[config.mk]
export PLATFORM = sky130hd
export DESIGN_NAME = cpuit_decoder
export DESIGN_NICKNAME = d
export VERILOG_FILES = /design/src/core/cpuit_pkg.sv /design/src/core/cpuit_decoder.sv /design/src/core/cpuit_timing_rom.sv
export SDC_FILE = /design/constraint.sdc
export NUM_CORES = 1
export LEC_CHECK = 0
export BUFFER_PORTS_ARGS = -buffer_cell sky130_fd_sc_hd__buf_4
export CAP_MARGIN = 20
export CORE_MARGIN = 10
export CORE_UTILIZATION = 35
export CTS_BUF_LIST = sky130_fd_sc_hd__clkbuf_8
export DETAILED_ROUTE_END_ITERATION = 8
export SETUP_SLACK_MARGIN = 0.5
export SLEW_MARGIN = 20
export SYNTH_ARGS = -nofsm -noshare
export SYNTH_HDL_FRONTEND = slang
export SYNTH_HIERARCHICAL = 1
export SYNTH_SLANG_ARGS = --single-unit
[constraint.sdc]
create_clock -name CORE_CLK_IN -period 3.05 [get_ports CORE_CLK_IN]
set_input_delay 0.305 -clock CORE_CLK_IN [delete_from_list [all_inputs] [get_ports CORE_CLK_IN]]
set_output_delay 0.305 -clock CORE_CLK_IN [all_outputs]
set_load 0.005 [all_outputs]
[src/core/cpuit_pkg.sv]
// constants, encodings and timing figures for the instruction timing decoder
// Operation
// - external data move also writes/erases program flash
// - add_with_carry register: one byte, one cycle
// - add indirect RAM: one byte, two cycles
// - add_with_carry immediate: two bytes, two cycles
// - subtract_with_borrow direct: two bytes, two cycles
// - subtract_with_borrow indirect: one byte, two cycles
// - AND/OR/XOR immediate into direct: three, three
// - XOR indirect into accumulator: one byte, two cycles
// - rotate left through carry: one byte, one cycle
// - rotate right through carry: one byte, one cycle
// - direct to direct move: three bytes, three
// - immediate to indirect RAM: two bytes, two
// - load data_pointer_16 constant: three bytes, three
// - code_byte_move via pointer: one byte, three
// - code_byte_move via PC: one byte, three
// - external_data_move all forms: one byte, three
// - push direct: two bytes, two cycles
// - pop direct: two bytes, two cycles
// - exchange accumulator with indirect: one, two
// - exchange_low_nibble indirect: one byte, two cycles
// - standard opcode encoding, only timing differs
// - direct below 0x80 is RAM, else SFR
// - indirect address from bank register R0/R1
package cpuit_pkg;
    localparam int          LEN_W          = 2;      // width of byte length
    localparam int          CYC_W          = 4;      // width of cycle count
    localparam logic [1:0]  LEN_1          = 2'h1;   // one code byte
    localparam logic [1:0]  LEN_2          = 2'h2;   // two code bytes
    localparam logic [1:0]  LEN_3          = 2'h3;   // three code bytes
    localparam logic [3:0]  CYC_1          = 4'h1;   // one clock
    localparam logic [3:0]  CYC_2          = 4'h2;   // two clocks
    localparam logic [3:0]  CYC_3          = 4'h3;   // three clocks
    localparam logic [3:0]  CYC_4          = 4'h4;   // four clocks
    localparam logic [3:0]  CYC_8          = 4'h8;   // eight clocks
    localparam logic [3:0]  CYC_MAX        = 4'hf;   // elapsed counter saturation
    localparam logic [7:0]  BYTE_ZERO      = 8'h00;  // reset value of byte registers
    localparam logic [15:0] ADDR_ZERO      = 16'h0000; // reset value of addresses
    localparam logic [4:0]  IND_ZERO       = 5'h00;  // reset value of indirect address
    localparam int          SFR_SEL_BIT    = 7;      // direct address bit choosing sfr space
    localparam int          RI_SEL_BIT     = 0;      // opcode bit choosing R0 or R1
    localparam logic [1:0]  RI_PAD         = 2'h0;   // bank offset bits between bank and Ri
    // external data move opcodes
    localparam logic [7:0]  OP_XRD_DATA_POINTER_16    = 8'he0;
    localparam logic [7:0]  OP_XRD_R0      = 8'he2;
    localparam logic [7:0]  OP_XRD_R1      = 8'he3;
    localparam logic [7:0]  OP_XWR_DATA_POINTER_16    = 8'hf0;
    localparam logic [7:0]  OP_XWR_R0      = 8'hf2;
    localparam logic [7:0]  OP_XWR_R1      = 8'hf3;
    // opcodes singled out by the checks
    localparam logic [7:0]  OP_ADD_WITH_CARRY_R0     = 8'h38;
    localparam logic [7:0]  OP_ADD_IR0     = 8'h26;
    localparam logic [7:0]  OP_ADD_WITH_CARRY_IMM    = 8'h34;
    localparam logic [7:0]  OP_SUBTRACT_WITH_BORROW_DIR    = 8'h95;
    localparam logic [7:0]  OP_RLC         = 8'h33;
    localparam logic [7:0]  OP_RRC         = 8'h13;
    localparam logic [7:0]  OP_MOV_DD      = 8'h85;
    localparam logic [7:0]  OP_MOV_DATA_POINTER_16    = 8'h90;
    localparam logic [7:0]  OP_CODE_DATA_POINTER_16   = 8'h93;
    localparam logic [7:0]  OP_CODE_PC     = 8'h83;
    localparam logic [7:0]  OP_PUSH        = 8'hc0;
    localparam logic [7:0]  OP_POP         = 8'hd0;
    // decoder sequencing states
    typedef enum logic [0:0] {ST_OPCODE, ST_EXEC} cpuit_state_t;
endpackage : cpuit_pkg

[src/core/cpuit_decoder.sv]
// instruction fetch sequencer and timing decoder for the pipelined 8-bit core
`timescale 1ns/1ps
module cpuit_decoder
    import cpuit_pkg::*;
(
    input  wire logic             CORE_CLK_IN,        // core clock, 40 MHz
    input  wire logic             RESETN_IN,          // synchronous reset, active low
    input  wire logic [7:0]       CODE_BYTE_IN,       // code byte from program memory
    input  wire logic             CODE_VALID_IN,      // code byte present this cycle
    input  wire logic [1:0]       BANK_SEL_IN,        // selected register bank
    input  wire logic [7:0]       RI_VALUE_IN,        // contents of the addressed R0/R1
    input  wire logic [15:0]      DATA_POINTER_16_VALUE_IN,      // data_pointer_16 contents
    input  wire logic [7:0]       ACC_VALUE_IN,       // accumulator contents
    input  wire logic             FLASH_WRITE_EN_IN,  // flash write enable from core control
    input  wire logic             FLASH_ERASE_EN_IN,  // flash erase enable from core control
    output logic                  FETCH_REQ_OUT,      // asks for a code byte this cycle
    output logic                  RETIRE_OUT,         // one-cycle pulse, instruction done
    output logic [7:0]            RETIRE_OPCODE_OUT,  // opcode just retired
    output logic [7:0]            RETIRE_OPERAND1_OUT, // first operand byte
    output logic [7:0]            RETIRE_OPERAND2_OUT, // second operand byte
    output logic [LEN_W-1:0]      RETIRE_BYTES_OUT,   // length in code bytes
    output logic [CYC_W-1:0]      RETIRE_CYCLES_OUT,  // tabulated clock count
    output logic [CYC_W-1:0]      RETIRE_ELAPSED_OUT, // clocks actually spent
    output logic                  DIRECT_VALID_OUT,   // first operand is a direct address
    output logic                  DIRECT_IS_SFR_OUT,  // first operand selects sfr space
    output logic                  DEST_IS_SFR_OUT,    // second operand selects sfr space
    output logic                  INDIRECT_VALID_OUT, // instruction uses an indirect operand
    output logic [4:0]            INDIRECT_REG_OUT,   // internal RAM address of R0/R1
    output logic                  EXT_READ_OUT,       // pulse, external data space read
    output logic                  EXT_WRITE_OUT,      // pulse, external data space write
    output logic                  FLASH_WRITE_OUT,    // pulse, program flash byte write
    output logic                  FLASH_ERASE_OUT,    // pulse, program flash sector erase
    output logic [15:0]           EXT_ADDR_OUT,       // external or flash address
    output logic [7:0]            EXT_WDATA_OUT       // data for external or flash write
);
    cpuit_state_t     state_reg;        // waiting for opcode or executing
    logic [7:0]       opcode_reg;       // opcode under execution
    logic [7:0]       operand1_reg;     // first operand byte
    logic [7:0]       operand2_reg;     // second operand byte
    logic [LEN_W-1:0] taken_reg;        // code bytes taken so far
    logic [CYC_W-1:0] elapsed_reg;      // clocks since the opcode was taken
    logic [LEN_W-1:0] len_w;            // tabulated length from the table
    logic [CYC_W-1:0] cyc_w;            // tabulated clocks from the table
    logic             dir_w;            // direct operand flag from the table
    logic             want_opcode;      // sequencer ready for a new opcode
    logic             want_operand;     // sequencer still owes operand bytes
    logic             take_opcode;      // opcode accepted at this edge
    logic             take_operand;     // operand accepted at this edge
    logic             finish_w;         // last clock of the current instruction
    logic             is_xrd;           // external read opcode
    logic             is_xwr;           // external write opcode
    logic             is_xri;           // external move through R0/R1

    // one space or the other, split by the top address bit
    function automatic logic is_sfr(input logic [7:0] addr);
        return addr[SFR_SEL_BIT];
    endfunction : is_sfr

    // indirect RAM forms share the low nibble 6/7 in every group that has them
    function automatic logic uses_ind(input logic [7:0] op);
        return (op[3:1] == 3'b011) && (op[7:4] != 4'h7 || op[3:0] != 4'h5) &&
               (op[7:4] != 4'h8 && op[7:4] != 4'ha ? 1'b1 : op[3:1] == 3'b011);
    endfunction : uses_ind

    // timing table lives in its own small lookup
    cpuit_timing_rom u_rom (
        .clk_in     (CORE_CLK_IN),
        .rst_n_in   (RESETN_IN),
        .en_in      (take_opcode),
        .opcode_in  (CODE_BYTE_IN),
        .bytes_out  (len_w),
        .cycles_out (cyc_w),
        .direct_out (dir_w)
    );

    // an instruction ends only when its bytes are in and its clocks are spent
    // table answers arrive one clock after the opcode
    assign finish_w     = (state_reg == ST_EXEC) && (taken_reg >= len_w) &&
                          (elapsed_reg >= cyc_w);
    assign want_opcode  = (state_reg == ST_OPCODE) || finish_w;
    assign want_operand = (state_reg == ST_EXEC) && (taken_reg < len_w);
    assign take_opcode  = want_opcode && CODE_VALID_IN;
    assign take_operand = want_operand && CODE_VALID_IN;
    assign FETCH_REQ_OUT = want_opcode || want_operand;

    // external data move decode, same encodings as the standard instruction set
    assign is_xrd = (opcode_reg == OP_XRD_DATA_POINTER_16) || (opcode_reg == OP_XRD_R0) ||
                    (opcode_reg == OP_XRD_R1);
    assign is_xwr = (opcode_reg == OP_XWR_DATA_POINTER_16) || (opcode_reg == OP_XWR_R0) ||
                    (opcode_reg == OP_XWR_R1);
    assign is_xri = (is_xrd || is_xwr) && (opcode_reg != OP_XRD_DATA_POINTER_16) &&
                    (opcode_reg != OP_XWR_DATA_POINTER_16);

    // sequencer state
    always_ff @(posedge CORE_CLK_IN)
    begin
        if (!RESETN_IN)
            state_reg <= ST_OPCODE;
        else
        begin
            unique case (state_reg)
                ST_OPCODE:
                    if (take_opcode)
                        state_reg <= ST_EXEC;
                ST_EXEC:
                    if (finish_w && !take_opcode)
                        state_reg <= ST_OPCODE;   // code bus dry, wait idle
            endcase
        end
    end

    // opcode and operand capture
    always_ff @(posedge CORE_CLK_IN)
    begin
        if (!RESETN_IN)
        begin
            opcode_reg   <= BYTE_ZERO;
            operand1_reg <= BYTE_ZERO;
            operand2_reg <= BYTE_ZERO;
        end
        else if (take_opcode)
        begin
            opcode_reg   <= CODE_BYTE_IN;
            operand1_reg <= BYTE_ZERO;
            operand2_reg <= BYTE_ZERO;
        end
        else if (take_operand)
        begin
            if (taken_reg == LEN_1)
                operand1_reg <= CODE_BYTE_IN;
            else
                operand2_reg <= CODE_BYTE_IN;
        end
    end

    // byte count and clock count; a stalled code bus only lengthens the instruction
    always_ff @(posedge CORE_CLK_IN)
    begin
        if (!RESETN_IN)
        begin
            taken_reg   <= LEN_1;
            elapsed_reg <= CYC_1;
        end
        else if (take_opcode)
        begin
            taken_reg   <= LEN_1;
            elapsed_reg <= CYC_1;
        end
        else if (state_reg == ST_EXEC)
        begin
            if (take_operand)
                taken_reg <= taken_reg + LEN_1;
            if (elapsed_reg != CYC_MAX)
                elapsed_reg <= elapsed_reg + CYC_1;   // saturates, never wraps
        end
    end

    // retire record and operand space decode, all from flip-flops
    always_ff @(posedge CORE_CLK_IN)
    begin
        if (!RESETN_IN)
        begin
            RETIRE_OUT          <= 1'b0;
            RETIRE_OPCODE_OUT   <= BYTE_ZERO;
            RETIRE_OPERAND1_OUT <= BYTE_ZERO;
            RETIRE_OPERAND2_OUT <= BYTE_ZERO;
            RETIRE_BYTES_OUT    <= LEN_1;
            RETIRE_CYCLES_OUT   <= CYC_1;
            RETIRE_ELAPSED_OUT  <= CYC_1;
            DIRECT_VALID_OUT    <= 1'b0;
            DIRECT_IS_SFR_OUT   <= 1'b0;
            DEST_IS_SFR_OUT     <= 1'b0;
            INDIRECT_VALID_OUT  <= 1'b0;
            INDIRECT_REG_OUT    <= IND_ZERO;
        end
        else
        begin
            RETIRE_OUT <= finish_w;
            if (finish_w)
            begin
                RETIRE_OPCODE_OUT   <= opcode_reg;
                RETIRE_OPERAND1_OUT <= operand1_reg;
                RETIRE_OPERAND2_OUT <= operand2_reg;
                RETIRE_BYTES_OUT    <= len_w;
                RETIRE_CYCLES_OUT   <= cyc_w;
                RETIRE_ELAPSED_OUT  <= elapsed_reg;
                DIRECT_VALID_OUT    <= dir_w;
                DIRECT_IS_SFR_OUT   <= dir_w && is_sfr(operand1_reg);
                DEST_IS_SFR_OUT     <= dir_w && is_sfr(operand2_reg);
                INDIRECT_VALID_OUT  <= uses_ind(opcode_reg) || is_xri;
                // bank base plus R0/R1 gives the internal RAM byte holding the pointer
                INDIRECT_REG_OUT    <= {BANK_SEL_IN, RI_PAD, opcode_reg[RI_SEL_BIT]};
            end
        end
    end

    // external data moves; a write with flash enabled lands in program flash instead
    always_ff @(posedge CORE_CLK_IN)
    begin
        if (!RESETN_IN)
        begin
            EXT_READ_OUT    <= 1'b0;
            EXT_WRITE_OUT   <= 1'b0;
            FLASH_WRITE_OUT <= 1'b0;
            FLASH_ERASE_OUT <= 1'b0;
            EXT_ADDR_OUT    <= ADDR_ZERO;
            EXT_WDATA_OUT   <= BYTE_ZERO;
        end
        else
        begin
            EXT_READ_OUT    <= finish_w && is_xrd;
            EXT_WRITE_OUT   <= finish_w && is_xwr && !FLASH_WRITE_EN_IN;
            FLASH_WRITE_OUT <= finish_w && is_xwr && FLASH_WRITE_EN_IN &&
                               !FLASH_ERASE_EN_IN;
            // erase needs both enables high
            FLASH_ERASE_OUT <= finish_w && is_xwr && FLASH_WRITE_EN_IN &&
                               FLASH_ERASE_EN_IN;
            if (finish_w && (is_xrd || is_xwr))
            begin
                EXT_ADDR_OUT  <= is_xri ? {BYTE_ZERO, RI_VALUE_IN} : DATA_POINTER_16_VALUE_IN;
                EXT_WDATA_OUT <= ACC_VALUE_IN;
            end
        end
    end
endmodule : cpuit_decoder

[src/core/cpuit_timing_rom.sv]
// registered lookup of code length, cycle count and direct-operand flag per opcode
`timescale 1ns/1ps
module cpuit_timing_rom
    import cpuit_pkg::*;
(
    input  wire logic             clk_in,       // core clock
    input  wire logic             rst_n_in,     // synchronous reset, active low
    input  wire logic             en_in,        // load lookup for the opcode being taken
    input  wire logic [7:0]       opcode_in,    // opcode byte on the code bus
    output logic      [LEN_W-1:0] bytes_out,    // instruction length in code bytes
    output logic      [CYC_W-1:0] cycles_out,   // execution time in clocks
    output logic                  direct_out    // first operand is a direct address
);
    logic [LEN_W+CYC_W:0] entry;                // {direct, bytes, cycles}

    // opcode table; anything outside the covered groups defaults to one byte, one clock
    function automatic logic [LEN_W+CYC_W:0] lookup(input logic [7:0] op);
        logic [LEN_W+CYC_W:0] e;
        e = {1'b0, LEN_1, CYC_1};
        casez (op)
            8'h24, 8'h34, 8'h44, 8'h54, 8'h64, 8'h74, 8'h94:
                e = {1'b0, LEN_2, CYC_2};                   // immediate to accumulator
            8'h05, 8'h15, 8'h25, 8'h35, 8'h45, 8'h55, 8'h65, 8'h95, 8'hc5, 8'he5, 8'hf5,
            8'h42, 8'h52, 8'h62, 8'h86, 8'h87, 8'hc0, 8'hd0:
                e = {1'b1, LEN_2, CYC_2};                   // direct forms
            8'h43, 8'h53, 8'h63, 8'h75, 8'h85:
                e = {1'b1, LEN_3, CYC_3};                   // three byte direct
            8'b1000_1???, 8'b1010_1???:
                e = {1'b1, LEN_2, CYC_2};                   // direct to/from register
            8'ha6, 8'ha7:
                e = {1'b1, LEN_2, CYC_2};                   // direct to indirect RAM
            8'b0111_1???, 8'h76, 8'h77:
                e = {1'b0, LEN_2, CYC_2};                   // immediate to register/ind
            8'b0000_011?, 8'b0001_011?, 8'b0010_011?, 8'b0011_011?, 8'b0100_011?,
            8'b0101_011?, 8'b0110_011?, 8'b1001_011?, 8'b1100_011?, 8'b1101_011?,
            8'b1110_011?, 8'b1111_011?:
                e = {1'b0, LEN_1, CYC_2};
            8'h90:
                e = {1'b0, LEN_3, CYC_3};
            8'h83, 8'h93, 8'he0, 8'he2, 8'he3, 8'hf0, 8'hf2, 8'hf3:
                e = {1'b0, LEN_1, CYC_3};
            8'ha4:   e = {1'b0, LEN_1, CYC_4};              // multiply
            8'h84:   e = {1'b0, LEN_1, CYC_8};              // divide
            8'hf4:   e = {1'b0, LEN_1, CYC_2};              // complement accumulator
            default: e = {1'b0, LEN_1, CYC_1};              // one-clock forms
        endcase
        return e;
    endfunction : lookup

    assign entry = lookup(opcode_in);

    // read data leave from a register, loaded only when an opcode is taken
    always_ff @(posedge clk_in)
    begin
        if (!rst_n_in)
        begin
            bytes_out  <= LEN_1;
            cycles_out <= CYC_1;
            direct_out <= 1'b0;
        end
        else if (en_in)
        begin
            direct_out <= entry[LEN_W+CYC_W];
            bytes_out  <= entry[LEN_W+CYC_W-1:CYC_W];
            cycles_out <= entry[CYC_W-1:0];
        end
    end
endmodule : cpuit_timing_rom

## Word level (Yosys, flattened, before mapping)

Index checks and enable logic that the tools add are counted.

| storage, ports and cells | value |
|---|---|
| register bits after elaboration | 108 |
| output and inout port bits | 73 |
| logic and storage cells | 159 |

| cells by class | value |
|---|---|
| eq/ne operators | 76 |
| multiplexer cells | 6 |
| reduce and logical (&&, ||, !) cells | 42 |
| bitwise operators | 3 |
| add/sub/neg operators | 2 |
| order comparisons | 3 |

Operators by type and width:

| cell | count |
|---|---|
| $eq A8 B8 Y1 const B | 30 |
| $eq A8 B7 Y1 const B | 16 |
| $pmux W7 S8 | 1 |
| $eq A7 B7 Y1 const B | 5 |
| $eq A8 B6 Y1 const B | 4 |
| $reduce_or A22 Y1 | 1 |
| $eq A7 B6 Y1 const B | 3 |
| $logic_and A1 B1 Y1 | 20 |
| $mux W16 | 1 |
| $ne A8 B8 Y1 const B | 2 |
| $eq A7 B5 Y1 const B | 2 |
| $reduce_or A13 Y1 | 1 |
| $ne A4 B4 Y1 const B | 3 |
| $eq A5 B5 Y1 const B | 2 |
| $reduce_or A10 Y1 | 1 |
| $logic_or A1 B1 Y1 | 9 |
| $eq A8 B3 Y1 const B | 1 |
| $eq A8 B5 Y1 const B | 1 |
| $ne A4 B3 Y1 const B | 2 |
| $reduce_and A2 Y1 | 4 |
| $reduce_or A8 Y1 | 1 |
| $eq A7 B2 Y1 const B | 1 |
| $eq A7 B4 Y1 const B | 1 |
| $eq A5 B4 Y1 const B | 1 |
| other kinds (13) | 19 |

## Longest topological paths before layout

| depth | value |
|---|---|
| depth after elaboration | 9 |
| gate-level depth with buffers | 11 |
| gate-level depth less buffers | 10 |

## Cells and area by module

Netlist, hierarchy kept.

By module, submodules not included:

| module | sequential area each (µm²) | times used | area each (µm²) | cells each |
|---|---|---|---|---|
| cpuit_decoder | 2,001.9 | 1 | 3,957.5 | 453 |
| cpuit_timing_rom | 140.1 | 1 | 638.1 | 76 |

## Least setup slack after synthesis

OpenSTA, ideal clock, no wires.

| path | value |
|---|---|
| path type | register to register |
| start point | register elapsed_reg[0] |
| end point | register u_rom.cycles_out[1] |
| required time | 2.931 ns |
| slack | 0.472 ns |
| cell stages (with the launch flop) | 12 |
| library setup time | 0.119 ns |
| buffers on the path | 1 |
| clock period less this slack | 2.578 ns |
| arrival time | 2.459 ns |
| path through | dfxtp_1 > inv_1 > ha_1 > nand2b_4 > a21o_1 > a211oi_1 > nor2_2 > buf_1 > o31ai_4 > a41oi_2 > nand4_2 > o221a_1 |

| on the way | value |
|---|---|
| word-level cells in the longest chain between the ends | 4 |

Ends and longest elaborated chain:

| what | RTL line | RTL |
|---|---|---|
| from (decl) | cpuit_decoder.sv:41 | `logic [CYC_W-1:0] elapsed_reg;` |
| from (signal assigned) | cpuit_decoder.sv:154 | `elapsed_reg <= elapsed_reg + CYC_1;` |
| $ge A4 B4 Y1 | cpuit_decoder.sv:79 | `(elapsed_reg >= cyc_w);` |
| $logic_and A1 B1 Y1 | cpuit_decoder.sv:78 | `assign finish_w = (state_reg == ST_EXEC) && (taken_reg >= len_w) &&` |
| $logic_or A1 B1 Y1 | cpuit_decoder.sv:80 | `assign want_opcode = (state_reg == ST_OPCODE) \|\| finish_w;` |
| $logic_and A1 B1 Y1 | cpuit_decoder.sv:82 | `assign take_opcode = want_opcode && CODE_VALID_IN;` |
| via take_opcode | cpuit_decoder.sv:47 | `logic take_opcode;` |
| to (signal assigned) | cpuit_timing_rom.sv:65 | `cycles_out <= entry[CYC_W-1:0];` |
| to (decl) | cpuit_timing_rom.sv:11 | `output logic [CYC_W-1:0] cycles_out,` |

The timed path passes the listed nets, and every way through them passes these cells.
A chain may end at the register's enable or synchronous reset.

## Worst setup path in the final report

| path | value |
|---|---|
| start point | register elapsed_reg[0] |
| end point | output FETCH_REQ_OUT |

| on the way | value |
|---|---|
| word-level cells in the longest chain between the ends | 4 |

Ends and longest elaborated chain:

| what | RTL line | RTL |
|---|---|---|
| $ge A4 B4 Y1 | cpuit_decoder.sv:79 |  |
| $logic_and A1 B1 Y1 | cpuit_decoder.sv:78 |  |
| $logic_or A1 B1 Y1 | cpuit_decoder.sv:80 |  |
| $logic_or A1 B1 Y1 | cpuit_decoder.sv:84 | `assign FETCH_REQ_OUT = want_opcode \|\| want_operand;` |
| to (decl) | cpuit_decoder.sv:16 | `output logic FETCH_REQ_OUT,` |

Every way passes these cells.

==> results.py <==
metrics = {
    "timing": {
        "hold_viol_final": 0,
        "relSlewSlack_pct": 46.3,
        "slew_viol_final": 0,
        "tns_ps": 0,
        "fin_ws_ps": 640,
        "fin_skew_ps": 11.5,
        "worst_pin_slew_ps": 806,
        "period_minus_slack_ps": 2410,
        "finalSetupViolations": 0,
        "rsz0062_at_grt": "no",
        "finalCritPeriodShare_pct": 79.0,
        "fmax_mhz": 415,
    },
    "cells_and_area": {
        "nets": 687,
        "drive_gt1_share_pct": 25.4,
        "largest_register_ffs": 16,
        "area_delta_synth_final_pct": 27.6,
        "nFillCells": 1256,
        "diodes": 0,
        "largest_register": "EXT_ADDR_OUT",
    },
    "synth": {
        "netlist_area_um2": 4600,
        "postSynthAreaPerCell_um2": 8.69,
        "synth_seq_cells": 107,
        "async_flop_share_pct": 0,
        "ys_types": 61,
        "ys_seq_area_share_pct": 46.6,
        "synth-edff-count": 0,
        "synthCells": 529,
        "yosysWarnings": 6,
        "ys.flop_type": "dfxtp_1",
    },
    "global_route": {
        "gr-total-overflow": 0,
        "grt_start_max_net_pins": 47,
        "antenna_found_initial": 0,
        "grt_usage_pct": 13.8,
        "grt_pass1_wl_mm": 20.7,
        "grt_pass1_vias": 4045,
    },
    "route": {
        "vias_per_cell": 5.03,
        "antenna_left": 0,
        "drt-pass1-iter-count": 4,
        "via_count": 4069,
        "drt_wl_total_mm": 12.8,
        "wl_per_cell_um": 15.9,
        "drt_iter0_drc": 295,
        "drc": 0,
    },
    "worst_setup_path": {
        "end_kind": "output port",
        "path_max_fanout": 4,
        "cp_slowest_cell": "dfxtp_1",
        "cp-start-kind": "register",
        "arrival_ps": 2100,
        "worstPathCellList": "inv_1 > ha_1 > nand2b_4 > a21o_1 > a211oi_4 > a211o_1 > o21ai_0 > buf_4",
        "worstPathRequired_ps": 2740,
        "max_stage_delay_ps": 400,
        "critical-path-top-delay-family": "compound AO/OA/AOI/OAI gates",
        "crit_buf_inv": 2,
        "worstSetupPathType": "reg2out",
    },
    "cts": {
        "root_buffer": "clkbuf_8",
        "cts.path.max_buffers": 2,
        "worstSkewPairLatency_ps": 370,
        "cts_sinks": 107,
        "htree_levels": 3,
        "cts_buffers": 9,
        "clk_pin_slew_ps": 90,
        "cts_tree": "done",
    },
    "pwr": {
        "vdd_drop_max_uv": 217,
        "total_power_mw": 2.87,
        "cellPowerDensity_nw_per_um2": 489,
        "cellLeakagePower_nw": 2.28,
    },
    "place": {
        "hpwl_mm": 9.25,
        "pre_cts_ws_ps": 530,
        "port_buffers": 117,
        "routabilityCongestion": 0.785,
    },
    "run_status": {
        "status": "complete, no violations",
    },
    "die": {
        "rows": 41,
        "die-area_um2": 18100,
        "fp.dieH_um": 135,
        "start_util_pct": 36.1,
        "num_io_pins": 120,
        "die_x_um": 135,
        "core_area_um2": 12700,
    },
    "run": {
        "cap_violations": 0,
    },
    "min_path": {
        "hp-class": "in2reg",
    },
}
-- cells by family after synthesis --
| group | share of synthesized area (%) |
|---|---|
| muxes | 7.41 |
| buffers and inverters | 5.09 |
| DFF | 46.6 |
| AOI/OAI and AO/OA | 17.2 |
| and+or+nand+nor | 20.7 |
| adders and majority gates | 2.18 |
| xor gates and xnor gates | 0.762 |
| other | 0.0816 |
-- layer usage --
layer | vias to the layer above | GRT usage (%) | routed length [µm]
met5 | - | 0 | 0
met4 | 0 | 3.99 | 152
met3 | 9 | 4.27 | 848
met2 | 119 | 22.6 | 5840
met1 | 1913 | 17.1 | 6010
li1 | 2028 | - | -
-- cell type report --
class	count	area (µm²)	share of cell area [%]
Multi-Input combinational cell	373	2250	38.4
Inverter	13	48.8	0.832
Tap cell	172	215	3.67
Timing Repair Buffer	128	961	16.4
Clock buffer	10	138	2.35
Sequential cell	107	2140	36.5
Clock inverter	6	105	1.79
-- worst register-to-register path, stage by stage (launching register included) --
cell and delay (ps):
dfxtp_1 400, inv_1 80, ha_1 290, nand2b_4 150
a2111oi_4 420, or3_4 410, buf_4 300, nand2_1 80
a21oi_1 140
-- worst paths after layout --
path | start | end | slack [ps] | cells after the start
setup / recovery | elapsed_reg[0] | FETCH_REQ_OUT | 640 | 8
hold / removal | FLASH_ERASE_EN_IN | FLASH_WRITE_OUT | 100 | 2
setup reg to reg | elapsed_reg[0] | RETIRE_OPERAND2_OUT[4] | 720 | 8
hold reg to reg | operand2_reg[1] | RETIRE_OPERAND2_OUT[1] | 460 | 2
-- synthesized netlist by cell type (3+ instances only) --
library cell,count,area [µm²]
nand2_1,99,372
nand3_1,17,85.1
a211oi_1,9,67.6
nor2_2,5,31.3
a21o_1,5,37.5
o21ai_0,19,95.1
ha_1,8,100
nor2_1,32,120
o211ai_1,4,30.0
a21oi_1,64,320
buf_4,7,52.6
clkbuf_1,18,67.6
nand2b_1,9,56.3
mux2i_1,34,340
nor3_1,4,20.0
buf_2,9,45.0
dfxtp_1,107,2140
o21ai_1,3,15.0
a31oi_1,3,18.8
inv_1,12,45.0
nand4_1,10,62.6
-- power by group --
part	switching [mW]	internal, mW	total [mW]	leakage (nW)
registers	0.0304	1.43	1.46	0.866
clock network	0.474	0.563	1.04	0.125
logic	0.216	0.156	0.372	1.29
total	0.720	2.15	2.87	2.28
-- what timing repair did --
item,CTS,global route
pin swaps,1,1
setup endpoints to repair,2,36
hold buffers,0,0
hold endpoints to repair,0,0
gates resized for setup,2,2
gates cloned,0,0
buffers inserted,1,1
-- through the flow --
step / area [µm²] / util (%) / hold slack, ps / instances
after floorplan: 4600 / - / 371 / 530
after global placement: 5590 / 43.9 / 438 / 791
after detailed placement: 5590 / 43.9 / 447 / 791
after CTS: 5850 / 46.0 / 75.2 / 808
after global routing: 5860 / 46.1 / 77.5 / 809
final: 5860 / 46.1 / 98.8 / 809
-- cells in the final DEF (no fill, tap or decap), types with 3 or more instances in the layout --
cell,synthesis,layout
bufinv_16,0,3
nor2_2,5,4
a21o_1,5,5
o21ai_1,3,3
o21ai_0,19,19
a31oi_1,3,3
nand4_1,10,10
nand2_1,99,99
nor2_1,32,32
a211oi_1,9,8
inv_1,12,14
mux2i_1,34,34
a21oi_1,64,62
nand3_1,17,17
nand2b_1,9,9
dfxtp_1,107,107
nor3_1,4,4
buf_4,7,128
ha_1,8,8
clkbuf_8,0,10
o211ai_1,4,4
Note: power is estimated with default switching activity, not from simulation.
